`src/adc_port_map.vh`:
```
// Purpose: Register map, field positions and timing counts of the dual sample output port.
// Assumes: Included by bare name; definitions only.
// Notes: Byte addresses on an 8-bit register address port with 32-bit data.
`ifndef ADC_PORT_MAP_VH
`define ADC_PORT_MAP_VH

`define ADDR_W 8
`define DATA_W 32

`define REG_CTRL 8'h00
`define REG_STATUS 8'h04
`define REG_MASK 8'h08
`define REG_PINS 8'h0c
`define REG_WORD_A 8'h10
`define REG_WORD_B 8'h14
`define REG_COUNT 8'h18
`define REG_DIV 8'h1c
`define REG_OVR_CNT_A 8'h20
`define REG_OVR_CNT_B 8'h24

`define CTRL_W 3
`define CTRL_SWAP_A 0
`define CTRL_SWAP_B 1
`define CTRL_RUN 2
`define CTRL_RST 3'h4

`define EV_W 3
`define EV_OVR_A 0
`define EV_OVR_B 1
`define EV_CFG 2
`define STATUS_RST 3'h0
`define MASK_RST 3'h0

`define PINS_RANGE 0
`define PINS_REF 1
`define PINS_OE_N_A 2
`define PINS_OE_N_B 3

`define WORD_OVR_BIT 12

`define DIV_W 8
`define DIV_RST 8'h00

`define CNT_W 16
`define CNT_RST 16'h0000

`define LATENCY 6
`define SAMPLE_W 12
`define IN_W 14

`endif

```
`src/dual_adc_sample_output_port.v`:
```
// Purpose: Digital output side of a dual 12-bit pipelined converter with a
// register port for control, event status and interrupt.
// Assumes: All inputs synchronous to clk_sys; sample inputs are signed
// differential values in LSB units of the 3V range.
// Notes: The conversion clock is clk_sys divided by the divider register plus one.
// The register port never stalls; read data stand for one cycle only.
`timescale 1ns/10ps
`default_nettype none
`include "adc_port_map.vh"

module dual_adc_sample_output_port #(
  parameter W = `SAMPLE_W,
  parameter IN_W = `IN_W,
  parameter LATENCY = `LATENCY
) (
  input wire clk_sys,
  input wire rstn,
  input wire [`ADDR_W-1:0] reg_addr,
  input wire [`DATA_W-1:0] reg_wdata,
  input wire reg_wr,
  input wire reg_rd,
  output reg [`DATA_W-1:0] reg_rdata,
  output wire irq,
  input wire [IN_W-1:0] sample_in_a,
  input wire [IN_W-1:0] sample_in_b,
  input wire range_pick,
  input wire reference_source_pick,
  input wire out_enable_n_a,
  input wire out_enable_n_b,
  output wire [W-1:0] data_a,
  output wire data_oe_a,
  output wire over_range_flag_a,
  output wire over_range_oe_a,
  output wire sample_valid_strobe_a,
  output wire [W-1:0] data_b,
  output wire data_oe_b,
  output wire over_range_flag_b,
  output wire over_range_oe_b,
  output wire sample_valid_strobe_b
);

  // Fixed channel count; the per-channel logic below is one generate loop.
  localparam NCH = 2;
  localparam top_bit = W - 1;
  localparam bottom_bit = 0;
  localparam PW = W + 1;
  localparam SW = IN_W + 3;
  // The clamp limits are the two's-complement end codes, sign-extended to the
  // width of the scaled value, so no integer constant is cut silently.
  localparam signed [SW-1:0] FS_MAX = {{(SW-W+1){1'b0}}, {(W-1){1'b1}}};
  localparam signed [SW-1:0] FS_MIN = {{(SW-W+1){1'b1}}, {(W-1){1'b0}}};

  // Control and status state.
  reg [`CTRL_W-1:0] ctrl;
  reg [`EV_W-1:0] status;
  reg [`EV_W-1:0] mask;
  reg [`DIV_W-1:0] div;
  reg [`DIV_W-1:0] div_cnt;
  reg [`CNT_W-1:0] conv_count;
  reg range_q;
  reg ref_q;
  reg conv_en;
  reg present;

  wire [IN_W-1:0] chan_in [0:NCH-1];
  wire [NCH-1:0] swap;
  wire [NCH-1:0] oe_n;
  // Line outputs: flag in the top bit, offset-binary word below it.
  wire [PW-1:0] pipe_out [0:NCH-1];
  reg [NCH-1:0] strobe;
  reg [`CNT_W-1:0] ovr_cnt [0:NCH-1];
  wire [NCH-1:0] ovr_event;
  wire cfg_event;
  reg [`EV_W-1:0] next_status;
  reg [`DATA_W-1:0] next_rdata;

  assign chan_in[0] = sample_in_a;
  assign chan_in[1] = sample_in_b;
  // The swap bits stand for a signal wired to the complementary input; they
  // are static settings, and a change reaches the pins after the latency.
  assign swap[0] = ctrl[`CTRL_SWAP_A];
  assign swap[1] = ctrl[`CTRL_SWAP_B];
  assign oe_n[0] = out_enable_n_a;
  assign oe_n[1] = out_enable_n_b;

  // The conversion clock is an enable pulse; a divider of zero converts on
  // every clk_sys edge, which is already below the fastest rate of the core.
  always @(posedge clk_sys or negedge rstn) begin
    if (!rstn) begin
      div_cnt <= {`DIV_W{1'b0}};
      conv_en <= 1'b0;
    end else if (!ctrl[`CTRL_RUN]) begin
      div_cnt <= {`DIV_W{1'b0}};
      conv_en <= 1'b0;
    end else if (div_cnt >= div) begin
      div_cnt <= {`DIV_W{1'b0}};
      conv_en <= 1'b1;
    end else begin
      div_cnt <= div_cnt + {{(`DIV_W-1){1'b0}}, 1'b1};
      conv_en <= 1'b0;
    end
  end

  // One cycle after a conversion edge the new words stand at the pins.
  always @(posedge clk_sys or negedge rstn) begin
    if (!rstn) begin
      present <= 1'b0;
    end else begin
      present <= conv_en;
    end
  end

  // Each channel runs the same path: optional negation for the complementary
  // input, range gain, clamp at full scale, offset coding and the latency line.
  // The over-range flag rides in the top bit of the line so that it can never
  // drift away from the word it belongs to.
  genvar c;
  generate
    for (c = 0; c < NCH; c = c + 1) begin : g_chan
      wire signed [IN_W:0] ext;
      wire signed [IN_W:0] turned;
      wire signed [SW-1:0] wide;
      wire signed [SW-1:0] scaled;
      wire hi;
      wire lo;
      wire [W-1:0] twos;
      wire [W-1:0] code;

      assign ext = {chan_in[c][IN_W-1], chan_in[c]};
      // Signal on the complementary input: the code is the negated signal.
      assign turned = swap[c] ? -ext : ext;
      assign wide = {{2{turned[IN_W]}}, turned};
      // Inputs are in 3V-range units; the 2V range has 3/2 the gain.
      assign scaled = range_pick ? wide : ((wide + (wide <<< 1)) >>> 1);
      assign hi = scaled > FS_MAX;
      assign lo = scaled < FS_MIN;
      // Clamping keeps the full code set reachable with the end codes held
      // while the input is beyond full scale.
      assign twos = hi ? {1'b0, {(W-1){1'b1}}} :
                    lo ? {1'b1, {(W-1){1'b0}}} : scaled[W-1:0];
      // Offset binary is two's complement with the top bit turned over.
      assign code = {~twos[top_bit], twos[top_bit-1:bottom_bit]};

      sample_delay_line #(
        .W(PW),
        .DEPTH(LATENCY + 1)
      ) u_line (
        .clk_sys(clk_sys),
        .rstn(rstn),
        .advance(conv_en),
        .din({hi | lo, code}),
        .dout(pipe_out[c])
      );

      // The strobe changes in the same cycle as the word, so either of its
      // edges marks a stable new word for the capturing logic.
      always @(posedge clk_sys or negedge rstn) begin
        if (!rstn) begin
          strobe[c] <= 1'b0;
        end else if (conv_en) begin
          strobe[c] <= ~strobe[c];
        end
      end

      assign ovr_event[c] = present & pipe_out[c][W];

      // The counter saturates instead of wrapping, so a long overload never
      // reads back as a small count.
      always @(posedge clk_sys or negedge rstn) begin
        if (!rstn) begin
          ovr_cnt[c] <= `CNT_RST;
        end else if (reg_wr && reg_addr == (c == 0 ? `REG_OVR_CNT_A : `REG_OVR_CNT_B)) begin
          ovr_cnt[c] <= `CNT_RST;
        end else if (ovr_event[c] && ovr_cnt[c] != {`CNT_W{1'b1}}) begin
          ovr_cnt[c] <= ovr_cnt[c] + {{(`CNT_W-1){1'b0}}, 1'b1};
        end
      end
    end
  endgenerate

  // Pin outputs: words and flags come straight from the pipeline flops.
  assign data_a = pipe_out[0][top_bit:bottom_bit];
  assign data_b = pipe_out[1][top_bit:bottom_bit];
  assign over_range_flag_a = pipe_out[0][W];
  assign over_range_flag_b = pipe_out[1][W];
  // The enables act at once and do not wait for a conversion edge, as the
  // capture side uses them to share one bus between the two channels.
  assign data_oe_a = ~oe_n[0];
  assign data_oe_b = ~oe_n[1];
  assign over_range_oe_a = ~oe_n[0];
  assign over_range_oe_b = ~oe_n[1];
  assign sample_valid_strobe_a = strobe[0];
  assign sample_valid_strobe_b = strobe[1];

  // A change of range or reference invalidates the words still in flight.
  always @(posedge clk_sys or negedge rstn) begin
    if (!rstn) begin
      range_q <= 1'b0;
      ref_q <= 1'b0;
    end else begin
      range_q <= range_pick;
      ref_q <= reference_source_pick;
    end
  end

  // The first cycle after reset compares against reset values of the pin
  // copies, not against real pin levels, so the event is held off until then.
  reg cfg_armed;
  always @(posedge clk_sys or negedge rstn) begin
    if (!rstn) begin
      cfg_armed <= 1'b0;
    end else begin
      cfg_armed <= 1'b1;
    end
  end

  assign cfg_event = cfg_armed & ((range_q != range_pick) | (ref_q != reference_source_pick));

  // The count follows the words at the pins, one cycle behind the conversion
  // edge, so it agrees with the status events raised from the same words.
  always @(posedge clk_sys or negedge rstn) begin
    if (!rstn) begin
      conv_count <= `CNT_RST;
    end else if (reg_wr && reg_addr == `REG_COUNT) begin
      conv_count <= `CNT_RST;
    end else if (present) begin
      conv_count <= conv_count + {{(`CNT_W-1){1'b0}}, 1'b1};
    end
  end

  // Write-one-to-clear; an event in the clearing cycle stays set.
  always @* begin
    next_status = status;
    if (reg_wr && reg_addr == `REG_STATUS) begin
      next_status = status & ~reg_wdata[`EV_W-1:0];
    end
    next_status[`EV_OVR_A] = next_status[`EV_OVR_A] | ovr_event[0];
    next_status[`EV_OVR_B] = next_status[`EV_OVR_B] | ovr_event[1];
    next_status[`EV_CFG] = next_status[`EV_CFG] | cfg_event;
  end

  // Writes to read-only or unmapped offsets are ignored; the counters decode
  // their own offsets, as any write to them clears them.
  always @(posedge clk_sys or negedge rstn) begin
    if (!rstn) begin
      ctrl <= `CTRL_RST;
      mask <= `MASK_RST;
      div <= `DIV_RST;
      status <= `STATUS_RST;
    end else begin
      status <= next_status;
      if (reg_wr) begin
        case (reg_addr)
          `REG_CTRL: begin
            ctrl <= reg_wdata[`CTRL_W-1:0];
          end
          `REG_MASK: begin
            mask <= reg_wdata[`EV_W-1:0];
          end
          `REG_DIV: begin
            div <= reg_wdata[`DIV_W-1:0];
          end
          default: begin
          end
        endcase
      end
    end
  end

  // The interrupt drops right after the edge that clears or masks the last
  // pending bit, as both status and mask are flops.
  assign irq = |(status & mask);

  // The read mux looks only at the address; the strobe gates the flop below,
  // so reading never has side effects on status or counters.
  always @* begin
    next_rdata = {`DATA_W{1'b0}};
    case (reg_addr)
      `REG_CTRL: begin
        next_rdata[`CTRL_W-1:0] = ctrl;
      end
      `REG_STATUS: begin
        next_rdata[`EV_W-1:0] = status;
      end
      `REG_MASK: begin
        next_rdata[`EV_W-1:0] = mask;
      end
      `REG_PINS: begin
        next_rdata[`PINS_RANGE] = range_pick;
        next_rdata[`PINS_REF] = reference_source_pick;
        next_rdata[`PINS_OE_N_A] = out_enable_n_a;
        next_rdata[`PINS_OE_N_B] = out_enable_n_b;
      end
      `REG_WORD_A: begin
        next_rdata[PW-1:0] = pipe_out[0];
      end
      `REG_WORD_B: begin
        next_rdata[PW-1:0] = pipe_out[1];
      end
      `REG_COUNT: begin
        next_rdata[`CNT_W-1:0] = conv_count;
      end
      `REG_DIV: begin
        next_rdata[`DIV_W-1:0] = div;
      end
      `REG_OVR_CNT_A: begin
        next_rdata[`CNT_W-1:0] = ovr_cnt[0];
      end
      `REG_OVR_CNT_B: begin
        next_rdata[`CNT_W-1:0] = ovr_cnt[1];
      end
      default: begin
        next_rdata = {`DATA_W{1'b0}};
      end
    endcase
  end

  // Read data stand only in the cycle after the strobe and are zero otherwise.
  always @(posedge clk_sys or negedge rstn) begin
    if (!rstn) begin
      reg_rdata <= {`DATA_W{1'b0}};
    end else if (reg_rd) begin
      reg_rdata <= next_rdata;
    end else begin
      reg_rdata <= {`DATA_W{1'b0}};
    end
  end

endmodule // dual_adc_sample_output_port

`default_nettype wire

```
`src/sample_delay_line.v`:
```
// Purpose: Fixed-length shift line that models the converter pipeline latency.
// Assumes: One clock; advance is a one-cycle enable at the conversion rate.
// Notes: Stage 0 is the sampling stage, so a word taken on one advance
// reaches the output on the DEPTH-1 th advance after it.
`timescale 1ns/10ps
`default_nettype none

module sample_delay_line #(
  parameter W = 13,
  parameter DEPTH = 7
) (
  input wire clk_sys,
  input wire rstn,
  input wire advance,
  input wire [W-1:0] din,
  output wire [W-1:0] dout
);

  reg [W-1:0] stage [0:DEPTH-1];

  genvar s;
  generate
    for (s = 0; s < DEPTH; s = s + 1) begin : g_stage
      always @(posedge clk_sys or negedge rstn) begin
        if (!rstn) begin
          stage[s] <= {W{1'b0}};
        end else if (advance) begin
          if (s == 0) begin
            stage[s] <= din;
          end else begin
            stage[s] <= stage[(s == 0) ? 0 : s - 1];
          end
        end
      end
    end
  endgenerate

  assign dout = stage[DEPTH-1];

endmodule // sample_delay_line

`default_nettype wire

```
`config.mk`:
```
export PLATFORM = sky130hd
export DESIGN_NAME = dual_adc_sample_output_port
export DESIGN_NICKNAME = d
export VERILOG_FILES = /design/src/dual_adc_sample_output_port.v /design/src/sample_delay_line.v
export VERILOG_INCLUDE_DIRS = /design/src /design/src/src
export SDC_FILE = /design/constraint.sdc
export NUM_CORES = 1
export LEC_CHECK = 0
export BUFFER_PORTS_ARGS = -buffer_cell sky130_fd_sc_hd__buf_4
export CAP_MARGIN = 30
export CELL_PAD_IN_SITES_DETAIL_PLACEMENT = 1
export CELL_PAD_IN_SITES_GLOBAL_PLACEMENT = 1
export CORE_ASPECT_RATIO = 0.75
export CORE_UTILIZATION = 50
export DETAILED_ROUTE_END_ITERATION = 7
export PLACE_DENSITY_LB_ADDON = 0.1
export SLEW_MARGIN = 20
export SYNTH_ARGS = -nofsm -noshare
export SYNTH_HDL_FRONTEND = slang
export SYNTH_SLANG_ARGS = --single-unit
export TNS_END_PERCENT = 30
```
`constraint.sdc`:
```
create_clock -name clk_sys -period 10 [get_ports clk_sys]
set_clock_uncertainty 0.15 [all_clocks]
set_input_delay 0.5 -clock clk_sys [delete_from_list [all_inputs] [get_ports clk_sys]]
set_output_delay 0.5 -clock clk_sys [all_outputs]
set_load 0.02 [all_outputs]
```
### Word level (Yosys, flattened, before mapping)

Cells that the tools add are included.

* $add $sub $neg: 8
* multipliers: 0
* div/mod/pow operators: 0
* order comparisons: 5
* eq/ne operators: 13
* shift-type cells: 0
* muxes and demuxes: 25
* bitwise operators: 18
* reductions and logical operators: 14

Operators with widths (count)
* 16-bit two-way mux: 7
* 16-bit by 1-bit adder with 16-bit output, second input constant: 3
* 12-bit two-way mux: 4
* 15-bit by 16-bit adder with 17-bit output: 2
* 17-bit by 12-bit greater-than comparator with 1-bit output, second input constant: 2
* 17-bit by 12-bit less-than comparator with 1-bit output, second input constant: 2
* 17-bit two-way mux: 2
* 8-bit by 5-bit == test with 1-bit output, second input constant: 4
* 16-bit inequality test, second input constant: 2
* 15-bit two-way mux: 2
* 14-bit negation with 15-bit output: 2
* 3-bit one-hot mux with 10 select lines: 1
* 5-bit one-hot mux with 5 select lines: 1
* 4-bit one-hot mux with 6 select lines: 1
* 8-bit by 4-bit == test with 1-bit output, second input constant: 2
* 8-bit by 6-bit == test with 1-bit output, second input constant: 2
* 8-bit two-way mux: 2
* 3-bit one-hot mux with 3 select lines: 1
* 8-bit by 1-bit adder with 8-bit output, second input constant: 1
* 8-bit by 3-bit == test with 1-bit output, second input constant: 1
* 8-bit greater-or-equal comparator: 1
* 8-bit logical NOT: 1
* 1-bit one-hot mux with 7 select lines: 1
* 3-bit bitwise AND: 2
* other kinds (11): 34

* flip-flop bits (word level): 294
* bits in latches: 0
* RAM bits: 0
* memory bits (read-only): 0
* bits of input ports: 76
* output and inout port bits: 65
* memories: 0

### Longest topological paths before layout

* word-level depth: 8
* depth in mapped cells: 19
* mapped depth without buffers: 17

### By module

A second synthesis with hierarchy kept.

* cells, all modules: 1451
* area, all modules: 16375.7 µm²

Modules (own cells, without submodules)
* dual_adc_sample_output_port: instances 1, cells an instance 1041, area an instance 8518.2 µm²
* sample_delay_line: instances 2, cells an instance 205, area an instance 3928.8 µm²

### Worst setup path after synthesis

OpenSTA, ideal clock, no wires.

* path type: register to register
* start point: reg ctrl[1]
* end point: reg g_chan[1].u_line.stage[78] in the netlist's numbering
* data arrival time: 3821 ps
* data required time: 9719 ps
* setup slack: 5898 ps
* stages on the path, launching flop included: 19
* path buffers: 3
* period minus slack after synthesis: 4102 ps
* cells stage by stage: dfrtp_1 buf_2 clkbuf_1 clkbuf_1 nand2_1 o21ai_0 ha_1 inv_1 fa_1 nor2b_1 o211a_1 nand2b_1 o2111ai_1 a31oi_1 o211a_1 a311oi_2 nand4_1 o21ai_4 o22ai_1

* longest elaborated chain between the ends: 6

RTL lines
* start, declared: RTL line dual_adc_sample_output_port.v:54 `` reg [`CTRL_W-1:0] ctrl; ``
* start signal, assigned: RTL line dual_adc_sample_output_port.v:246 `` ctrl <= `CTRL_RST; ``
* start signal, assigned: RTL line dual_adc_sample_output_port.v:255 `` ctrl <= reg_wdata[`CTRL_W-1:0]; ``
* 15-bit two-way mux (*): RTL line dual_adc_sample_output_port.v:131 `assign turned = swap[c] ? -ext : ext;`
* 15-bit by 16-bit adder with 17-bit output: RTL line dual_adc_sample_output_port.v:134 `assign scaled = range_pick ? wide : ((wide + (wide <<< 1)) >>> 1);`
* 17-bit two-way mux (*): RTL line dual_adc_sample_output_port.v:134
* 17-bit by 12-bit less-than comparator with 1-bit output: RTL line dual_adc_sample_output_port.v:136 `assign lo = scaled < FS_MIN;`
* 12-bit two-way mux: RTL line dual_adc_sample_output_port.v:140 `lo ? {1'b1, {(W-1){1'b0}}} : scaled[W-1:0];`
* 12-bit two-way mux (*): RTL line dual_adc_sample_output_port.v:139 `assign twos = hi ? {1'b0, {(W-1){1'b1}}} :`
* end signal, assigned by index: RTL line sample_delay_line.v:26 `stage[s] <= {W{1'b0}};`
* end signal, assigned by index: RTL line sample_delay_line.v:29 `stage[s] <= din;`
* end signal, assigned by index: RTL line sample_delay_line.v:31 `stage[s] <= stage[(s == 0) ? 0 : s - 1];`
* end, declared: RTL line sample_delay_line.v:19 `reg [W-1:0] stage [0:DEPTH-1];`

Every way passes the cells marked *; elsewhere a longest branch is shown, timed or not.
A chain may end at the register's enable or synchronous reset.

### Worst setup path in the final report

* start point: reg ctrl[0]
* end point: reg g_chan[0].u_line.stage[81] in the netlist's numbering

* longest elaborated chain between the ends: 6

RTL lines (RTL line)
* 15-bit two-way mux (*): dual_adc_sample_output_port.v:131
* 15-bit by 16-bit adder with 17-bit output: dual_adc_sample_output_port.v:134
* 17-bit two-way mux (*): dual_adc_sample_output_port.v:134
* 17-bit by 12-bit less-than comparator with 1-bit output: dual_adc_sample_output_port.v:136
* 12-bit two-way mux: dual_adc_sample_output_port.v:140
* 12-bit two-way mux (*): dual_adc_sample_output_port.v:139
* end signal, assigned by index: sample_delay_line.v:26
* end signal, assigned by index: sample_delay_line.v:29
* end signal, assigned by index: sample_delay_line.v:31
* end, declared: sample_delay_line.v:19

Marked as above.

==> metrics list <==
- At the end of routability-driven placement, the weighted congestion stood at between 0.8 and 0.9.
- Commonest register cell after synthesis: dfrtp_1
- Setup violations remaining at the end of the flow were counted as 0.
- Of the cells placed in the final design, the portion with a size suffix greater than 1 is 0.238.
* Syn. warnings: 0
- Source of the worst hold timing path: reg_wdata[3]
- The number of cells on the worst reg-to-reg path is 12.
* Pleak: between 7 and 8 nW
- Hold Path Class: input pin to flop
* Post-Synthesis Cell Area: approximately 15000 µm²
* Yosys reg bits: roughly 280
- For this run, global-route usage on met2 was measured as 0.402.
- The initialized floorplan defines 54 standard-cell rows.
- The first global-routing pass estimated around 62000 µm of wire.
- Timing analysis after detailed placement gives a worst setup slack of 4720 ps.
* Fraction of registers with async set or reset after synthesis: 1.00
* Power per standard cell area: 150 nW/µm²
- In this run, CTS created clock tree buffers numbering 26.
- In the synthesized netlist, the number of instances is about 1400.
* Placed wire-length estimate: approximately 27000 µm
- In this run, distinct cell masters in the synthesized netlist total roughly 100.
* Y dimension of the die: between 150 and 200 µm
- For this run, global-route usage on met1 was measured as 0.358.
- Worst reg2reg startpoint: ctrl[0]
- In the global route stage, met3 resource usage came out at 0.0330.
- Largest fanout on the critical path: 21
- STA classifies the critical path endpoint as a flop.
* Final Instance Count excl. Fillers: 1897
- In this run the tool buffered the top-level ports with 100 buffer cells.
- Number of remaining DRC errors: 0
* Net count reported at finish: roughly 1600
* Sink count of the clock tree: roughly 280
* Critical path launch point type: flop
- Register area share after synthesis: 0.457
- Number of filler cells placed in the layout: between 3000 and 4000
* Crit-path slowest cell: dfrtp_1
- Mean instance size in the synthesized netlist: roughly 11 µm²
* Layout area overhead: 11.5%
- Crit path required time: 10230 ps
- Number of global-route vias before repair: around 12000
- Post-Route Hold Slack: 27.2 ps
* Detailed-route vias per instance: roughly 6
- Setup ws final: between 4000 and 5000 ps
- After detailed routing, the average wire length per cell comes to between 15 and 20 µm.
* Result of the run: finished, final reports clean
- # diodes: 0
- Count of endpoints failing hold in the final timing report: 0
- TritonCTS built the clock tree.
- CTS clk-pin slew, worst paths: around 70 ps
* # H-tree levels: 1
- Counting along the longest clock path gives a buffer depth of 3.
* Detail Route Antenna Nets: 0
- Largest net degree at the start of global routing: about 130
* Initial standard-cell utilization of the core: 0.516
* Critical path buffers and inverters: 1
- X dimension of the die: roughly 200 µm
- Dividing the final minimum period by the clock period gives 0.531.
- Total global-route track usage: 0.247
- Top Usage Layer GRT: met2
* Setup TNS Final: 0 ps
* Worst Tran Pin Value: approximately 960 ps
- IR analysis of the VDD net gives a maximum drop of approximately 0.1 mV.
* Reported max-cap violation count: 0
- Core region area: 29500 µm²
* CTS root buffer: clkbuf_16
- On the critical path the largest part of the delay comes from compound AO/OA/AOI/OAI gates.
- The first TritonRoute pass finished after 5 iterations.
- Clock network latency to the later pin of the worst-skew pair: around 540 ps
* Cells along the critical path: inv_1 > o2bb2ai_1 > or2_2 > ha_1 > a21oi_1 > o21ai_1 > a2111oi_0 > nor3_1 > o31ai_1 > o211ai_1 > o32ai_2 > o22ai_1
- Global route overflow: 0
* IO Pins: 141
- Including well taps, the total number of placed cells is 1846.
* Worst Setup Path Type: flop to flop
- Measured against its own limit, the worst slew margin works out to 0.360.
- Die Outline Area: a little over 30000 µm²
- Number of gates given a new drive strength after cts: 0
- Wirelength, routed: approximately 38000 µm
- The synthesized design contains 0 enable-type register cells.
* RSZ-0062 raised after global routing: false
- The worst hold path terminates at div[3].
- Number of antenna violations at the first check in global routing: 0
* Endpoint of the most critical register-to-register path: g_chan[0].u_line.stage[81]
- Counting instances, the worst hold path has a depth of 3.
* Final worst path period need: approximately 5300 ps
- Slowest cell delay on critical path: about 910 ps
- The final-report max-slew violation count is 0.
- For this run, the top clock speed supported by timing is 188 MHz.
- For flop-to-flop paths, the worst setup slack is about 4700 ps.
* Number of vias after detailed routing: 11300
- In this run, the number of DRC markers left after iteration 0 of detailed routing was a little over 700.
- Data arrives at the worst endpoint at ~5500 ps.
==> worst register-to-register path, delay by kind of cell (launching register included) <==
kind | cells | cell delay, ps
AOI/OAI and AO/OA | 8 | 2770
and+or+nand+nor | 2 | 570
adders and majority gates | 1 | 350
buffers and inverters | 1 | 430
DFF | 1 | 910
==> power by group <==
group | switching, mW | leakage (nW) | total, mW | internal [mW]
clock | 0.431 | 0.440 | 1.06 | 0.625
sequential | 0.0258 | 3.55 | 1.17 | 1.14
combinational | 0.197 | 3.78 | 0.316 | 0.119
total | 0.654 | 7.76 | 2.54 | 1.89
==> synth_stat cells, types with 10 or more instances <==
library cell,n,area [µm²]
nor2_1,113,424
o22ai_1,22,138
a211oi_1,14,105
o21ai_0,71,355
inv_1,47,176
and2_1,11,68.8
xor2_1,43,377
or3_1,14,87.6
a221oi_1,16,140
clkbuf_1,63,236
mux2_2,169,1900
nand3_1,40,200
nand2_1,80,300
a21oi_1,41,205
nand4_1,16,100
nor3_1,29,145
a21o_1,15,113
and3_1,18,113
xnor2_1,40,350
nand2b_1,18,113
dfrtp_1,277,6930
buf_4,43,323
nor3b_1,10,75.1
ha_1,38,475
==> flip-flops by register name, indices dropped and copies added (netlist names), 3 cells and up <==
register             flops
ovr_cnt                 32
reg_rdata               16
div_cnt                  8
ctrl                     3
div                      8
conv_count              16
g_chan.u_line.dout      26
status                   3
g_chan.u_line.stage    156
mask                     3
==> logic make-up (layout without fill, tap and decap cells) <==
group / count (synthesis) / in the layout / synth area share
other: 2 / 17 / 0.000494
AND/OR/NAND/NOR: 399 / 399 / 0.132
AO/OA/AOI/OAI: 296 / 296 / 0.140
XOR/XNOR: 85 / 85 / 0.0503
flip-flops: 278 / 278 / 0.457
buffers and inverters: 167 / 211 / 0.0533
multiplexers: 179 / 179 / 0.133
adder cells (fa/ha/maj): 40 / 40 / 0.0339
==> layout make-up <==
cell class | instances | area (µm²) | share of cell area
clock buffers | 39 | 791 | 0.0466
clock inverters | 9 | 130 | 0.00767
inverters | 50 | 190 | 0.0112
multi-input cells | 1016 | 7510 | 0.443
flip-flops and latches | 278 | 6960 | 0.411
well taps | 392 | 490 | 0.0289
repair buffers | 113 | 888 | 0.0524
==> cell usage in the layout (no fill, tap or decap), types with 38 or more instances in the layout <==
| cell | instances |
|---|---|
| xor2_1 | 43 |
| a21oi_1 | 41 |
| dfrtp_1 | 276 |
| xnor2_1 | 40 |
| ha_1 | 38 |
| nand3_1 | 40 |
| buf_4 | 107 |
| nand2_1 | 80 |
| nor2_1 | 113 |
| inv_1 | 47 |
| mux2_2 | 169 |
| o21ai_0 | 71 |
==> layer usage <==
metal  share of wire  wire length (µm)
met5               0                 0
met4           0.011               420
met2            0.47             17800
met3           0.038              1420
met1            0.48             18000
==> worst max path at each step <==
stage / startpoint / to / slack [ps] / cells past startpoint
2_1_floorplan: ctrl[1] / g_chan[1].u_line.stage[78] / 5900 / 18
3_3_place_gp: sample_in_a[0] / g_chan[0].u_line.stage[81] / 4920 / 15
3_5_place_dp: sample_in_a[0] / g_chan[0].u_line.stage[79] / 4720 / 18
4_1_cts: ctrl[0] / g_chan[0].u_line.stage[81] / 4730 / 12
5_1_grt: ctrl[0] / g_chan[0].u_line.stage[78] / 4460 / 12
6_report: ctrl[0] / g_chan[0].u_line.stage[81] / 4690 / 12
==> through the flow <==
stage,power (mW),util,instance area (µm²)
2_1_floorplan,1.39,-,15300
4_1_cts,2.56,0.575,17000
3_3_place_gp,1.48,0.542,16000
6_report,2.54,0.576,17000
3_5_place_dp,1.50,0.543,16000
5_1_grt,2.64,0.576,17000
==> timing repair <==
action	in CTS	in global routing
hold endpoints to repair	127	0
setup endpoints to repair	0	0
buffers inserted	0	0
hold buffers	2	0
No activity file was read; power rests on OpenSTA's default activity.
